[config.mk]
export PLATFORM = sky130hd
export DESIGN_NAME = sfb_uart
export DESIGN_NICKNAME = d
export VERILOG_FILES = /design/src/rtl/sfb_pkg.sv /design/src/rtl/sfb_uart.sv /design/src/rtl/sfb_baud_gen.sv
export VERILOG_INCLUDE_DIRS = /design/src /design/src/rtl
export SDC_FILE = /design/constraint.sdc
export NUM_CORES = 1
export LEC_CHECK = 0
export BUFFER_PORTS_ARGS = -buffer_cell sky130_fd_sc_hd__buf_2
export CAP_MARGIN = 20
export CORE_MARGIN = 1.5
export CORE_UTILIZATION = 40
export CTS_CLUSTER_DIAMETER = 150
export DETAILED_ROUTE_END_ITERATION = 8
export PLACE_DENSITY = 0.69
export SETUP_SLACK_MARGIN = 0.5
export SKIP_LAST_GASP = 1
export SYNTH_ARGS = -nofsm -noshare
export SYNTH_HDL_FRONTEND = slang
export SYNTH_HIERARCHICAL = 1
export SYNTH_SLANG_ARGS = --single-unit
[constraint.sdc]
create_clock -name i_clk -period 2.4 [get_ports i_clk]
set_clock_uncertainty 0.15 [all_clocks]
set_input_delay 0 -clock i_clk [delete_from_list [all_inputs] [get_ports i_clk]]
set_output_delay 0 -clock i_clk [all_outputs]
set_load 0.01 [all_outputs]
[src/rtl/sfb_regs.svh]
// Purpose: register offsets, field positions, reset values and tick counts
// Assumes: byte registers on a 3-bit address, one 8-bit data lane
// Notes: included by the framing block and the self-checking bench, not by the package
//
// Contract
// - parity on, even clear: odd ones total
// - parity on, even set: even ones total
// - parity off: no parity sent or checked
// - parity bit after data, before stop
// - stop select clear: one stop bit
// - stop select set, five bits: 1.5 stops
// - stop select set, 6-8 bits: two stops
// - word length field gives five to eight
// - generator output is input over divisor
// - divisor is two 8-bit latches, 16 bits
// - divisor write reloads baud counter at once
// - divisor write idles transmitter and receiver
// - transmitter finishes shifting character before idle
// - generator source clock is selectable
// - stick parity sends opposite of even select
// - divisor access maps low addresses to divisor
// - break holds serial output low
`ifndef SFB_REGS_SVH
`define SFB_REGS_SVH

// ---------------------------------------------------------------
// register offsets
// ---------------------------------------------------------------
`define SFB_OFS_DATA 3'h0
`define SFB_OFS_IER 3'h1
`define SFB_OFS_LCR 3'h3
`define SFB_OFS_LSR 3'h5
`define SFB_OFS_CLKSEL 3'h7

// ---------------------------------------------------------------
// field positions and masks
// ---------------------------------------------------------------
`define SFB_LSR_DR 0
`define SFB_LSR_OE 1
`define SFB_LSR_PE 2
`define SFB_LSR_FE 3
`define SFB_LSR_BI 4
`define SFB_LSR_THRE 5
`define SFB_LSR_TEMT 6
`define SFB_IER_MASK 8'h0f

// ---------------------------------------------------------------
// reset values
// ---------------------------------------------------------------
`define SFB_RST_LCR 8'h00
`define SFB_RST_DIV 8'h00
`define SFB_RST_IER 8'h00
`define SFB_RST_CLKSEL 2'h0

// ---------------------------------------------------------------
// tick counts on the 16x clock
// ---------------------------------------------------------------
`define SFB_BIT_TICKS 6'h10
`define SFB_HALF_TICKS 6'h08
`define SFB_STOP15_TICKS 6'h18
`define SFB_STOP2_TICKS 6'h20

`endif

[src/rtl/sfb_pkg.sv]
// Purpose: shared types of the serial framing block
// Assumes: nothing beyond the register header
// Notes: types only; constants live in sfb_regs.svh
package sfb_pkg;

  typedef struct packed {
    logic divisor_access;
    logic break_force;
    logic parity_stick;
    logic parity_even_select;
    logic parity_on;
    logic stop_bits_sel;
    logic word_len_hi;
    logic word_len_lo;
  } sfb_lcr_s;

  typedef struct packed {
    logic wr;
    logic rd;
    logic [2:0] addr;
    logic [7:0] wdata;
  } sfb_bus_req_s;

  typedef enum logic [2:0] {TX_IDLE, TX_START, TX_DATA, TX_PARITY, TX_STOP} sfb_tx_e;
  typedef enum logic [2:0] {RX_IDLE, RX_START, RX_DATA, RX_PARITY, RX_STOP} sfb_rx_e;

  typedef struct packed {
    logic [15:0] cnt;
    logic tick;
  } sfb_baud_s;

  typedef struct packed {
    sfb_lcr_s lcr;
    logic [7:0] div_lo;
    logic [7:0] div_hi;
    logic div_reload;
    logic [7:0] ier;
    logic [1:0] clk_sel;
    logic [7:0] thr;
    logic thr_full;
    sfb_tx_e tx_st;
    logic [7:0] tx_sh;
    logic [2:0] tx_bit;
    logic [5:0] tx_tick;
    logic tx_par;
    logic serial_out;
    sfb_rx_e rx_st;
    logic [7:0] rx_sh;
    logic [2:0] rx_bit;
    logic [5:0] rx_tick;
    logic rx_par_lvl;
    logic [7:0] rbr;
    logic dr;
    logic oe;
    logic pe;
    logic fe;
    logic bi;
    logic [7:0] rdata;
  } sfb_core_s;

endpackage

[src/rtl/sfb_uart.sv]
// Purpose: character framing, divisor latches and serial shifters
// Assumes: i_serial_in and i_ref_tick are synchronous to i_clk
// Notes: register read data stand in the cycle after the read strobe
//
// Local design decisions: the address-and-strobe port and the register offsets.
`timescale 1ns/1ps
`include "sfb_regs.svh"
module sfb_uart (
  input wire logic i_clk, // system clock, 25 MHz
  input wire logic i_srst, // synchronous reset, high
  input wire sfb_pkg::sfb_bus_req_s i_bus, // register access request
  output logic [7:0] o_rdata, // read data, cycle after read strobe
  input wire logic [3:0] i_ref_tick, // source clock pulses, one per source
  input wire logic i_serial_in, // serial receive line
  output logic o_serial_out, // serial transmit line
  output logic o_tick16 // 16x bit clock enable
);

  sfb_pkg::sfb_core_s s;
  sfb_pkg::sfb_core_s next_s;
  logic w_tick;
  logic w_div_wr;
  logic w_tx_end;
  logic w_rx_end;
  logic [2:0] w_last_bit;
  logic [5:0] w_stop_ticks;

  // ---------------------------------------------------------------
  // helpers
  // ---------------------------------------------------------------
  function automatic logic [7:0] len_mask(input sfb_pkg::sfb_lcr_s l);
    len_mask = 8'hff >> (2'h3 - {l.word_len_hi, l.word_len_lo});
  endfunction

  function automatic logic par_bit(input sfb_pkg::sfb_lcr_s l, input logic [7:0] d);
    logic ones;
    ones = ^(d & len_mask(l));
    if (l.parity_stick) begin
      par_bit = ~l.parity_even_select;
    end else if (l.parity_even_select) begin
      par_bit = ones;
    end else begin
      par_bit = ~ones;
    end
  endfunction

  // ---------------------------------------------------------------
  // baud generator
  // ---------------------------------------------------------------
  sfb_baud_gen u_baud (
    .i_clk(i_clk),
    .i_srst(i_srst),
    .i_src_tick(i_ref_tick[s.clk_sel]),
    .i_divisor({s.div_hi, s.div_lo}),
    .i_reload(s.div_reload),
    .o_tick16(w_tick)
  );

  // ---------------------------------------------------------------
  // shared decode
  // ---------------------------------------------------------------
  assign w_div_wr = i_bus.wr && s.lcr.divisor_access &&
                    (i_bus.addr == `SFB_OFS_DATA || i_bus.addr == `SFB_OFS_IER);
  assign w_tx_end = w_tick && (s.tx_tick == 6'h00);
  assign w_rx_end = w_tick && (s.rx_tick == 6'h00);
  assign w_last_bit = {1'b0, s.lcr.word_len_hi, s.lcr.word_len_lo} + 3'h4;

  always_comb begin
    if (!s.lcr.stop_bits_sel) begin
      w_stop_ticks = `SFB_BIT_TICKS;
    end else if ({s.lcr.word_len_hi, s.lcr.word_len_lo} == 2'h0) begin
      w_stop_ticks = `SFB_STOP15_TICKS;
    end else begin
      w_stop_ticks = `SFB_STOP2_TICKS;
    end
  end

  // ---------------------------------------------------------------
  // next state
  // ---------------------------------------------------------------
  always_comb begin
    next_s = s;
    next_s.rdata = 8'h00;
    next_s.div_reload = w_div_wr;

    // register reads and their side effects
    if (i_bus.rd) begin
      unique case (i_bus.addr)
        `SFB_OFS_DATA: begin
          if (s.lcr.divisor_access) begin
            next_s.rdata = s.div_lo;
          end else begin
            next_s.rdata = s.rbr;
            next_s.dr = 1'b0;
          end
        end
        `SFB_OFS_IER: begin
          next_s.rdata = s.lcr.divisor_access ? s.div_hi : s.ier;
        end
        `SFB_OFS_LCR: begin
          next_s.rdata = s.lcr;
        end
        `SFB_OFS_LSR: begin
          next_s.rdata[`SFB_LSR_DR] = s.dr;
          next_s.rdata[`SFB_LSR_OE] = s.oe;
          next_s.rdata[`SFB_LSR_PE] = s.pe;
          next_s.rdata[`SFB_LSR_FE] = s.fe;
          next_s.rdata[`SFB_LSR_BI] = s.bi;
          next_s.rdata[`SFB_LSR_THRE] = ~s.thr_full;
          next_s.rdata[`SFB_LSR_TEMT] = ~s.thr_full && (s.tx_st == sfb_pkg::TX_IDLE);
          next_s.oe = 1'b0;
          next_s.pe = 1'b0;
          next_s.fe = 1'b0;
          next_s.bi = 1'b0;
        end
        `SFB_OFS_CLKSEL: begin
          next_s.rdata = {6'h00, s.clk_sel};
        end
        default: begin
          next_s.rdata = 8'h00;
        end
      endcase
    end

    // receiver; its flags are set after the read clears so a set wins
    if (w_tick && s.rx_tick != 6'h00) begin
      next_s.rx_tick = s.rx_tick - 6'h01;
    end
    unique case (s.rx_st)
      sfb_pkg::RX_IDLE: begin
        if (w_tick && !i_serial_in) begin
          next_s.rx_st = sfb_pkg::RX_START;
          next_s.rx_tick = `SFB_HALF_TICKS - 6'h01;
        end
      end
      sfb_pkg::RX_START: begin
        if (w_rx_end) begin
          if (!i_serial_in) begin
            next_s.rx_st = sfb_pkg::RX_DATA;
            next_s.rx_tick = `SFB_BIT_TICKS - 6'h01;
            next_s.rx_bit = 3'h0;
            next_s.rx_sh = 8'h00;
            next_s.rx_par_lvl = 1'b0;
          end else begin
            next_s.rx_st = sfb_pkg::RX_IDLE;
          end
        end
      end
      sfb_pkg::RX_DATA: begin
        if (w_rx_end) begin
          next_s.rx_sh[s.rx_bit] = i_serial_in;
          next_s.rx_tick = `SFB_BIT_TICKS - 6'h01;
          if (s.rx_bit == w_last_bit) begin
            next_s.rx_st = s.lcr.parity_on ? sfb_pkg::RX_PARITY : sfb_pkg::RX_STOP;
          end else begin
            next_s.rx_bit = s.rx_bit + 3'h1;
          end
        end
      end
      sfb_pkg::RX_PARITY: begin
        if (w_rx_end) begin
          next_s.rx_par_lvl = i_serial_in;
          next_s.rx_tick = `SFB_BIT_TICKS - 6'h01;
          next_s.rx_st = sfb_pkg::RX_STOP;
        end
      end
      sfb_pkg::RX_STOP: begin
        if (w_rx_end) begin
          next_s.rbr = s.rx_sh;
          next_s.oe = next_s.oe | next_s.dr;
          next_s.dr = 1'b1;
          if (s.lcr.parity_on && s.rx_par_lvl != par_bit(s.lcr, s.rx_sh)) begin
            next_s.pe = 1'b1;
          end
          if (!i_serial_in) begin
            next_s.fe = 1'b1;
          end
          if (!i_serial_in && s.rx_sh == 8'h00 && !s.rx_par_lvl) begin
            next_s.bi = 1'b1;
          end
          next_s.rx_st = sfb_pkg::RX_IDLE;
        end
      end
      default: begin
        next_s.rx_st = sfb_pkg::RX_IDLE;
      end
    endcase

    // transmitter
    if (w_tick && s.tx_tick != 6'h00) begin
      next_s.tx_tick = s.tx_tick - 6'h01;
    end
    unique case (s.tx_st)
      sfb_pkg::TX_IDLE: begin
        if (s.thr_full) begin
          next_s.tx_sh = s.thr;
          next_s.thr_full = 1'b0;
          next_s.tx_par = par_bit(s.lcr, s.thr);
          next_s.tx_bit = 3'h0;
          next_s.tx_tick = `SFB_BIT_TICKS - 6'h01;
          next_s.tx_st = sfb_pkg::TX_START;
        end
      end
      sfb_pkg::TX_START: begin
        if (w_tx_end) begin
          next_s.tx_tick = `SFB_BIT_TICKS - 6'h01;
          next_s.tx_st = sfb_pkg::TX_DATA;
        end
      end
      sfb_pkg::TX_DATA: begin
        if (w_tx_end) begin
          next_s.tx_sh = s.tx_sh >> 1;
          if (s.tx_bit == w_last_bit) begin
            if (s.lcr.parity_on) begin
              next_s.tx_tick = `SFB_BIT_TICKS - 6'h01;
              next_s.tx_st = sfb_pkg::TX_PARITY;
            end else begin
              next_s.tx_tick = w_stop_ticks - 6'h01;
              next_s.tx_st = sfb_pkg::TX_STOP;
            end
          end else begin
            next_s.tx_bit = s.tx_bit + 3'h1;
            next_s.tx_tick = `SFB_BIT_TICKS - 6'h01;
          end
        end
      end
      sfb_pkg::TX_PARITY: begin
        if (w_tx_end) begin
          next_s.tx_tick = w_stop_ticks - 6'h01;
          next_s.tx_st = sfb_pkg::TX_STOP;
        end
      end
      sfb_pkg::TX_STOP: begin
        if (w_tx_end) begin
          next_s.tx_st = sfb_pkg::TX_IDLE;
        end
      end
      default: begin
        next_s.tx_st = sfb_pkg::TX_IDLE;
      end
    endcase

    // register writes
    if (i_bus.wr) begin
      unique case (i_bus.addr)
        `SFB_OFS_DATA: begin
          if (s.lcr.divisor_access) begin
            next_s.div_lo = i_bus.wdata;
          end else begin
            next_s.thr = i_bus.wdata;
            next_s.thr_full = 1'b1;
          end
        end
        `SFB_OFS_IER: begin
          if (s.lcr.divisor_access) begin
            next_s.div_hi = i_bus.wdata;
          end else begin
            next_s.ier = i_bus.wdata & `SFB_IER_MASK;
          end
        end
        `SFB_OFS_LCR: begin
          next_s.lcr = i_bus.wdata;
        end
        `SFB_OFS_CLKSEL: begin
          next_s.clk_sel = i_bus.wdata[1:0];
        end
        default: begin
          next_s.clk_sel = s.clk_sel;
        end
      endcase
    end

    // divisor write: receiver drops at once, waiting character is discarded,
    // the shifter keeps running until its character is out
    if (w_div_wr) begin
      next_s.rx_st = sfb_pkg::RX_IDLE;
      next_s.rx_tick = 6'h00;
      next_s.thr_full = 1'b0;
    end

    // serial line level, registered
    unique case (next_s.tx_st)
      sfb_pkg::TX_START: next_s.serial_out = 1'b0;
      sfb_pkg::TX_DATA: next_s.serial_out = next_s.tx_sh[0];
      sfb_pkg::TX_PARITY: next_s.serial_out = next_s.tx_par;
      default: next_s.serial_out = 1'b1;
    endcase
    if (next_s.lcr.break_force) begin
      next_s.serial_out = 1'b0;
    end
  end

  // ---------------------------------------------------------------
  // state register
  // ---------------------------------------------------------------
  always_ff @(posedge i_clk) begin
    if (i_srst) begin
      s <= '0;
      s.lcr <= `SFB_RST_LCR;
      s.div_lo <= `SFB_RST_DIV;
      s.div_hi <= `SFB_RST_DIV;
      s.ier <= `SFB_RST_IER;
      s.clk_sel <= `SFB_RST_CLKSEL;
      s.tx_st <= sfb_pkg::TX_IDLE;
      s.rx_st <= sfb_pkg::RX_IDLE;
      s.serial_out <= 1'b1;
    end else begin
      s <= next_s;
    end
  end

  // ---------------------------------------------------------------
  // outputs
  // ---------------------------------------------------------------
  assign o_rdata = s.rdata;
  assign o_serial_out = s.serial_out;
  assign o_tick16 = w_tick;

endmodule

[src/rtl/sfb_baud_gen.sv]
// Purpose: programmable divider making the 16x bit clock enable
// Assumes: source ticks are one-cycle pulses at the selected input rate
// Notes: a divisor of zero behaves as a divisor of one
`timescale 1ns/1ps
module sfb_baud_gen (
  input wire logic i_clk, // system clock
  input wire logic i_srst, // synchronous reset, high
  input wire logic i_src_tick, // selected source clock pulse
  input wire logic [15:0] i_divisor, // programmed divisor
  input wire logic i_reload, // divisor latch was written
  output logic o_tick16 // one pulse per 16x period
);

  sfb_pkg::sfb_baud_s s;
  sfb_pkg::sfb_baud_s next_s;

  // ---------------------------------------------------------------
  // divider
  // ---------------------------------------------------------------
  always_comb begin
    next_s = s;
    next_s.tick = 1'b0;
    if (i_reload) begin
      next_s.cnt = i_divisor;
    end else if (i_src_tick) begin
      if (s.cnt <= 16'h0001) begin
        next_s.cnt = i_divisor;
        next_s.tick = 1'b1;
      end else begin
        next_s.cnt = s.cnt - 16'h0001;
      end
    end
  end

  always_ff @(posedge i_clk) begin
    if (i_srst) begin
      s <= '0;
    end else begin
      s <= next_s;
    end
  end

  assign o_tick16 = s.tick;

endmodule

After elaboration in Yosys (flattened, before gate mapping) --
Index checks and enable logic that the tools add are counted.
Storage, ports and cells: flip-flop bits (word level) 121, latch bits 0, RAM bits 0, memory bits (read-only) 0, input bits 20, word-level logic and storage cells 209, memories kept 0
Cells by class: add/subtract/negate cells 8, multiply operators 0, div/mod/pow operators 0, $lt $le $gt $ge 4, equality and inequality tests 29, shifts and indexed selects 1, multiplexer cells 75, bitwise operators 10, reduce and logical (&&, ||, !) cells 46
Operators with widths (number):
- $mux 6 | 9
- $mux 8 | 6
- $pmux 6 s4 | 2
- $pmux 11 s2 | 2
- $mux 21 | 2
- $mux 20 | 2
- $pmux 7 s5 | 1
- $mux 3 | 11
- $mux 16 | 2
- $pmux 3 s5 | 2
- $mux 23 | 1
- $ne 2x2->1 const B | 11
- $eq 3x2->1 const B | 7
- $mux 1 | 20
- $mux 18 | 1
- $sub 6x1->6 const B | 3
- $mux 17 | 1
- $and 8x8->8 | 2
- $le 16x1->1 const B | 1
- $reduce_xor 8->1 | 2
- $sub 16x1->16 const B | 1
- $reduce_and 3->1 | 5
- $mux 7 | 2
- $mux 13 | 1
- 36 further kinds | 76

Longest topological paths before layout --
depth after elaboration 14, mapped depth 9

Hierarchy --
Netlist, hierarchy kept.
Modules (own cells, without submodules):
- sfb_uart | instances 1, cells an instance 675, area an instance 5461.5 um2, sequential area each 2082.0 um2
- sfb_baud_gen | instances 1, cells an instance 160, area an instance 1253.7 um2, sequential area each 340.3 um2

Worst setup path after synthesis --
OpenSTA, ideal clock, no wires.
kind register to register, from reg, netlist name s[44], to reg, netlist name s[47], setup time 70 ps, arrival 2015 ps, slack 164 ps, stages on the path, launching flop included 8, buffers on the path 0, period minus slack after synthesis 2236 ps, path through dfxtp_1 > inv_1 > ha_1 > or4b_4 > o211ai_1 > mux2_2 > a211o_1 > a21oi_1

==> qor.csv <==
stage,metric,value,unit
run_status,status,completed,
floorplanning,die_h,132.6,µm
timing,fin_crit,2.210,ns
timing,finalSetupTns,0,ns
timing,slew_headroom,58.35,%
finish,area_delta_synth_final,30.65,%
grt,grt_pass1_wl,30.60,mm
clock_network,clk_pin_slew_worst_paths,0.06,ns
timing,post-route-period-util,92.10,%
finish,fin_nets,942,
logic_synthesis,synth-main-ff-cell,dfxtp_1,
clock_network,cts_sinks,121,
route,drc,0,
clock_network,cts_buffer_depth,2,
power_and_ir_drop,power.density,949.0,nW/µm²
grt,grt_start_max_net_pins,56,
logic_synthesis,netlist_instances,835,
placement,dpl.hpwl,12.12,mm
grt,grt.overflow.total,0,
floorplanning,num_io_pins,30,
route,drt-wirelength-per-cell,17.05,µm
worst_setup_path,cp_cell_sequence,inv_2 -> ha_4 -> or4b_4 -> o211ai_1 -> mux2_2 -> a211o_1 -> a21oi_1,
worst_setup_path,critPathKind,reg -> reg,
logic_synthesis,ys_ff_latch,121,
grt,antenna_found_initial,0,
logic_synthesis,synth_edf_count,0,
worst_setup_path,crit_path_top_delay_cell,or4b_4,
route,totalWireLength,19.54,mm
timing,hold_ws,0.1907,ns
route,drt_iter0_drc,520,
worst_setup_path,arrival,2.41,ns
worst_setup_path,r2r-end,s[47]$_SDFF_PP0_,
timing,rsz0062_at_grt,true,
worst_setup_path,critPathMaxFanout,6,
worst_setup_path,cp-end-kind,register,
logic_synthesis,ys_seq_area_share,36.07,%
worst_setup_path,cp-start-kind,register,
run,maxCapViolCount,0,
finish,layout.cells.most_common,dfxtp_1,
finish,drive_above_1_share,28.62,%
worst_setup_path,reg2reg_slack,0.19,ns
floorplanning,chipWidth,132.6,µm
grt,grtUsageTotal,21.62,%
min_path,holdCritPathClass,in -> reg,
logic_synthesis,synth_cell_type_count,80,
timing,fmax,0.4524,GHz
clock_network,cts_tree,done,
logic_synthesis,syn_nets,864,
timing,setup_viol,0,
logic_synthesis,syn-cell-area,6715,µm²
route,vias_per_cell,5.734,
grt,grt_pass1_vias,6117,
logic_synthesis,async_flop_share,0,%
route,num_vias,6571,
worst_setup_path,startpoint,s[44]$_SDFF_PP0_,
worst_setup_path,crit_end,s[47]$_SDFF_PP0_,
timing,hold_viol_final,0,
finish,utilization,53.28,%
logic_synthesis,synth_top_area_share,36.07,%
logic_synthesis,syn_area_per_cell,8.042,µm²
floorplanning,initial_utilization,40.78,%
floorplanning,die-area,17570,µm²
timing,worst_slew_pin_slew,0.6247,ns
logic_synthesis,synth.area.top_cells,"dfxtp_1, a21oi_1, nand2_1",
logic_synthesis,yosysTopAreaCell,dfxtp_1,
clock_network,cts.root.buffer_cell,clkbuf_16,
clock_network,numCtsBuffers,17,
finish,mostFrequentLayoutCells,"dfxtp_1, nand2_1, a21oi_1",
worst_setup_path,reg2reg_depth,7,
logic_synthesis,ys_warn_count,6,
floorplanning,std_cell_rows,47,
worst_setup_path,reg2reg_from,s[44]$_SDFF_PP0_,
power_and_ir_drop,irDropWorstVdd,0.6100,mV
route,drtAntennaViolNets,0,
timing,maxSlewViolCount,0,
floorplanning,core,16470,µm²
finish,antennaDiodeCount,0,
route,dr.pass1.iters,5,
placement,place.gp.congestion,0.8596,
power_and_ir_drop,p_leak,3.140,nW
placement,portBuffers,29,
power_and_ir_drop,p_total,8.326,mW
clock_network,htreeDepth,4,
clock_network,insertion_delay,0.43,ns
worst_setup_path,max_stage_delay,0.49,ns
worst_setup_path,required,2.60,ns
-- cell type report --
class / instances / area (µm²)
Fill cell: 1482 / 7692
Multi-Input combinational cell: 623 / 4313
Sequential cell: 121 / 2467
Timing Repair Buffer: 120 / 943.4
Clock buffer: 18 / 439.2
Tap cell: 220 / 275.3
Clock inverter: 14 / 219.0
Inverter: 30 / 116.4
-- per-stage QoR --
stage               instances  cell area [µm²]  setup WS, ns
finish                   1146             8773        0.1896
global route             1146             8773       0.08966
CTS                      1126             8346        0.2360
detailed placement       1048             7142        0.1622
global placement         1048             7142        0.1726
floorplan                 835             6813        0.2566
-- state kept, by name, indices dropped and copies added (netlist names) --
name	flops
s	95
o_rdata	8
u_baud/o_tick16	1
o_serial_out	1
u_baud/s	16
-- layer usage --
metal / track usage, % / vias to the layer above / routed length (µm)
li1: - / 3187 / -
met1: 27.34 / 3120 / 8424
met2: 36.36 / 209 / 9476
met3: 3.908 / 55 / 1057
met4: 8.913 / 0 / 585
met5: 0 / - / 0
-- worst max-delay path: cells and delay by family, from the launching register on --
family	cells	cell delay, ns
multiplexers	1	0.36
flip-flops	1	0.32
buffers and inverters	1	0.08
adder cells (fa/ha/maj)	1	0.13
AO/OA/AOI/OAI	3	0.61
AND/OR/NAND/NOR	1	0.49
-- power breakdown --
group	internal, mW	switching [mW]	leakage [nW]
Sequential	2.18	0.250	0.991
Combinational	1.49	1.56	1.83
Clock	1.87	0.974	0.317
-- cells by family after synthesis --
kind of cell | Yosys count | share of synthesized area [%]
AND/OR/NAND/NOR | 343 | 27.20
AO/OA/AOI/OAI | 205 | 19.51
buffers and inverters | 93 | 5.962
multiplexers | 34 | 5.459
flip-flops | 121 | 36.07
adder cells (fa/ha/maj) | 9 | 1.677
XOR/XNOR | 30 | 4.118
-- synthesized netlist by cell type, drive strengths merged, types with 6 or more instances --
cell type / instances
a21oi: 90
a22oi: 14
a31oi: 8
and3: 8
buf: 25
clkbuf: 38
dfxtp: 121
ha: 9
inv: 29
mux2: 11
mux2i: 22
nand2: 97
nand2b: 8
nand3: 34
nand4: 14
nor2: 73
nor2b: 14
nor3: 23
nor3b: 14
nor4: 15
o211ai: 6
o21ai: 26
o31ai: 8
or3: 9
xnor2: 20
xor2: 9
-- worst min-delay path by stage --
stage                  start                        to  slack (ns)  depth (start not counted)
4_1_cts        i_ref_tick[0]  u_baud/s[2]$_SDFFE_PP0P_        0.19                          5
3_3_place_gp        i_bus[7]        s[99]$_SDFFE_PP0P_        0.15                          3
3_5_place_dp        i_bus[7]       s[107]$_SDFFE_PP0P_        0.15                          3
5_1_grt        i_ref_tick[0]  u_baud/s[2]$_SDFFE_PP0P_        0.22                          5
2_1_floorplan       i_bus[2]        s[94]$_SDFFE_PP0P_       -0.01                          2
6_report       i_ref_tick[0]  u_baud/s[2]$_SDFFE_PP0P_        0.19                          5
-- timing repair --
item,in CTS,in global routing
hold buffers,15,0
setup endpoints to repair,58,79
pin swaps,23,34
setup buffers,29,18
gates resized for setup,40,77
hold endpoints to repair,79,0
cloned,2,2
Power figures use the tool's default switching activity.
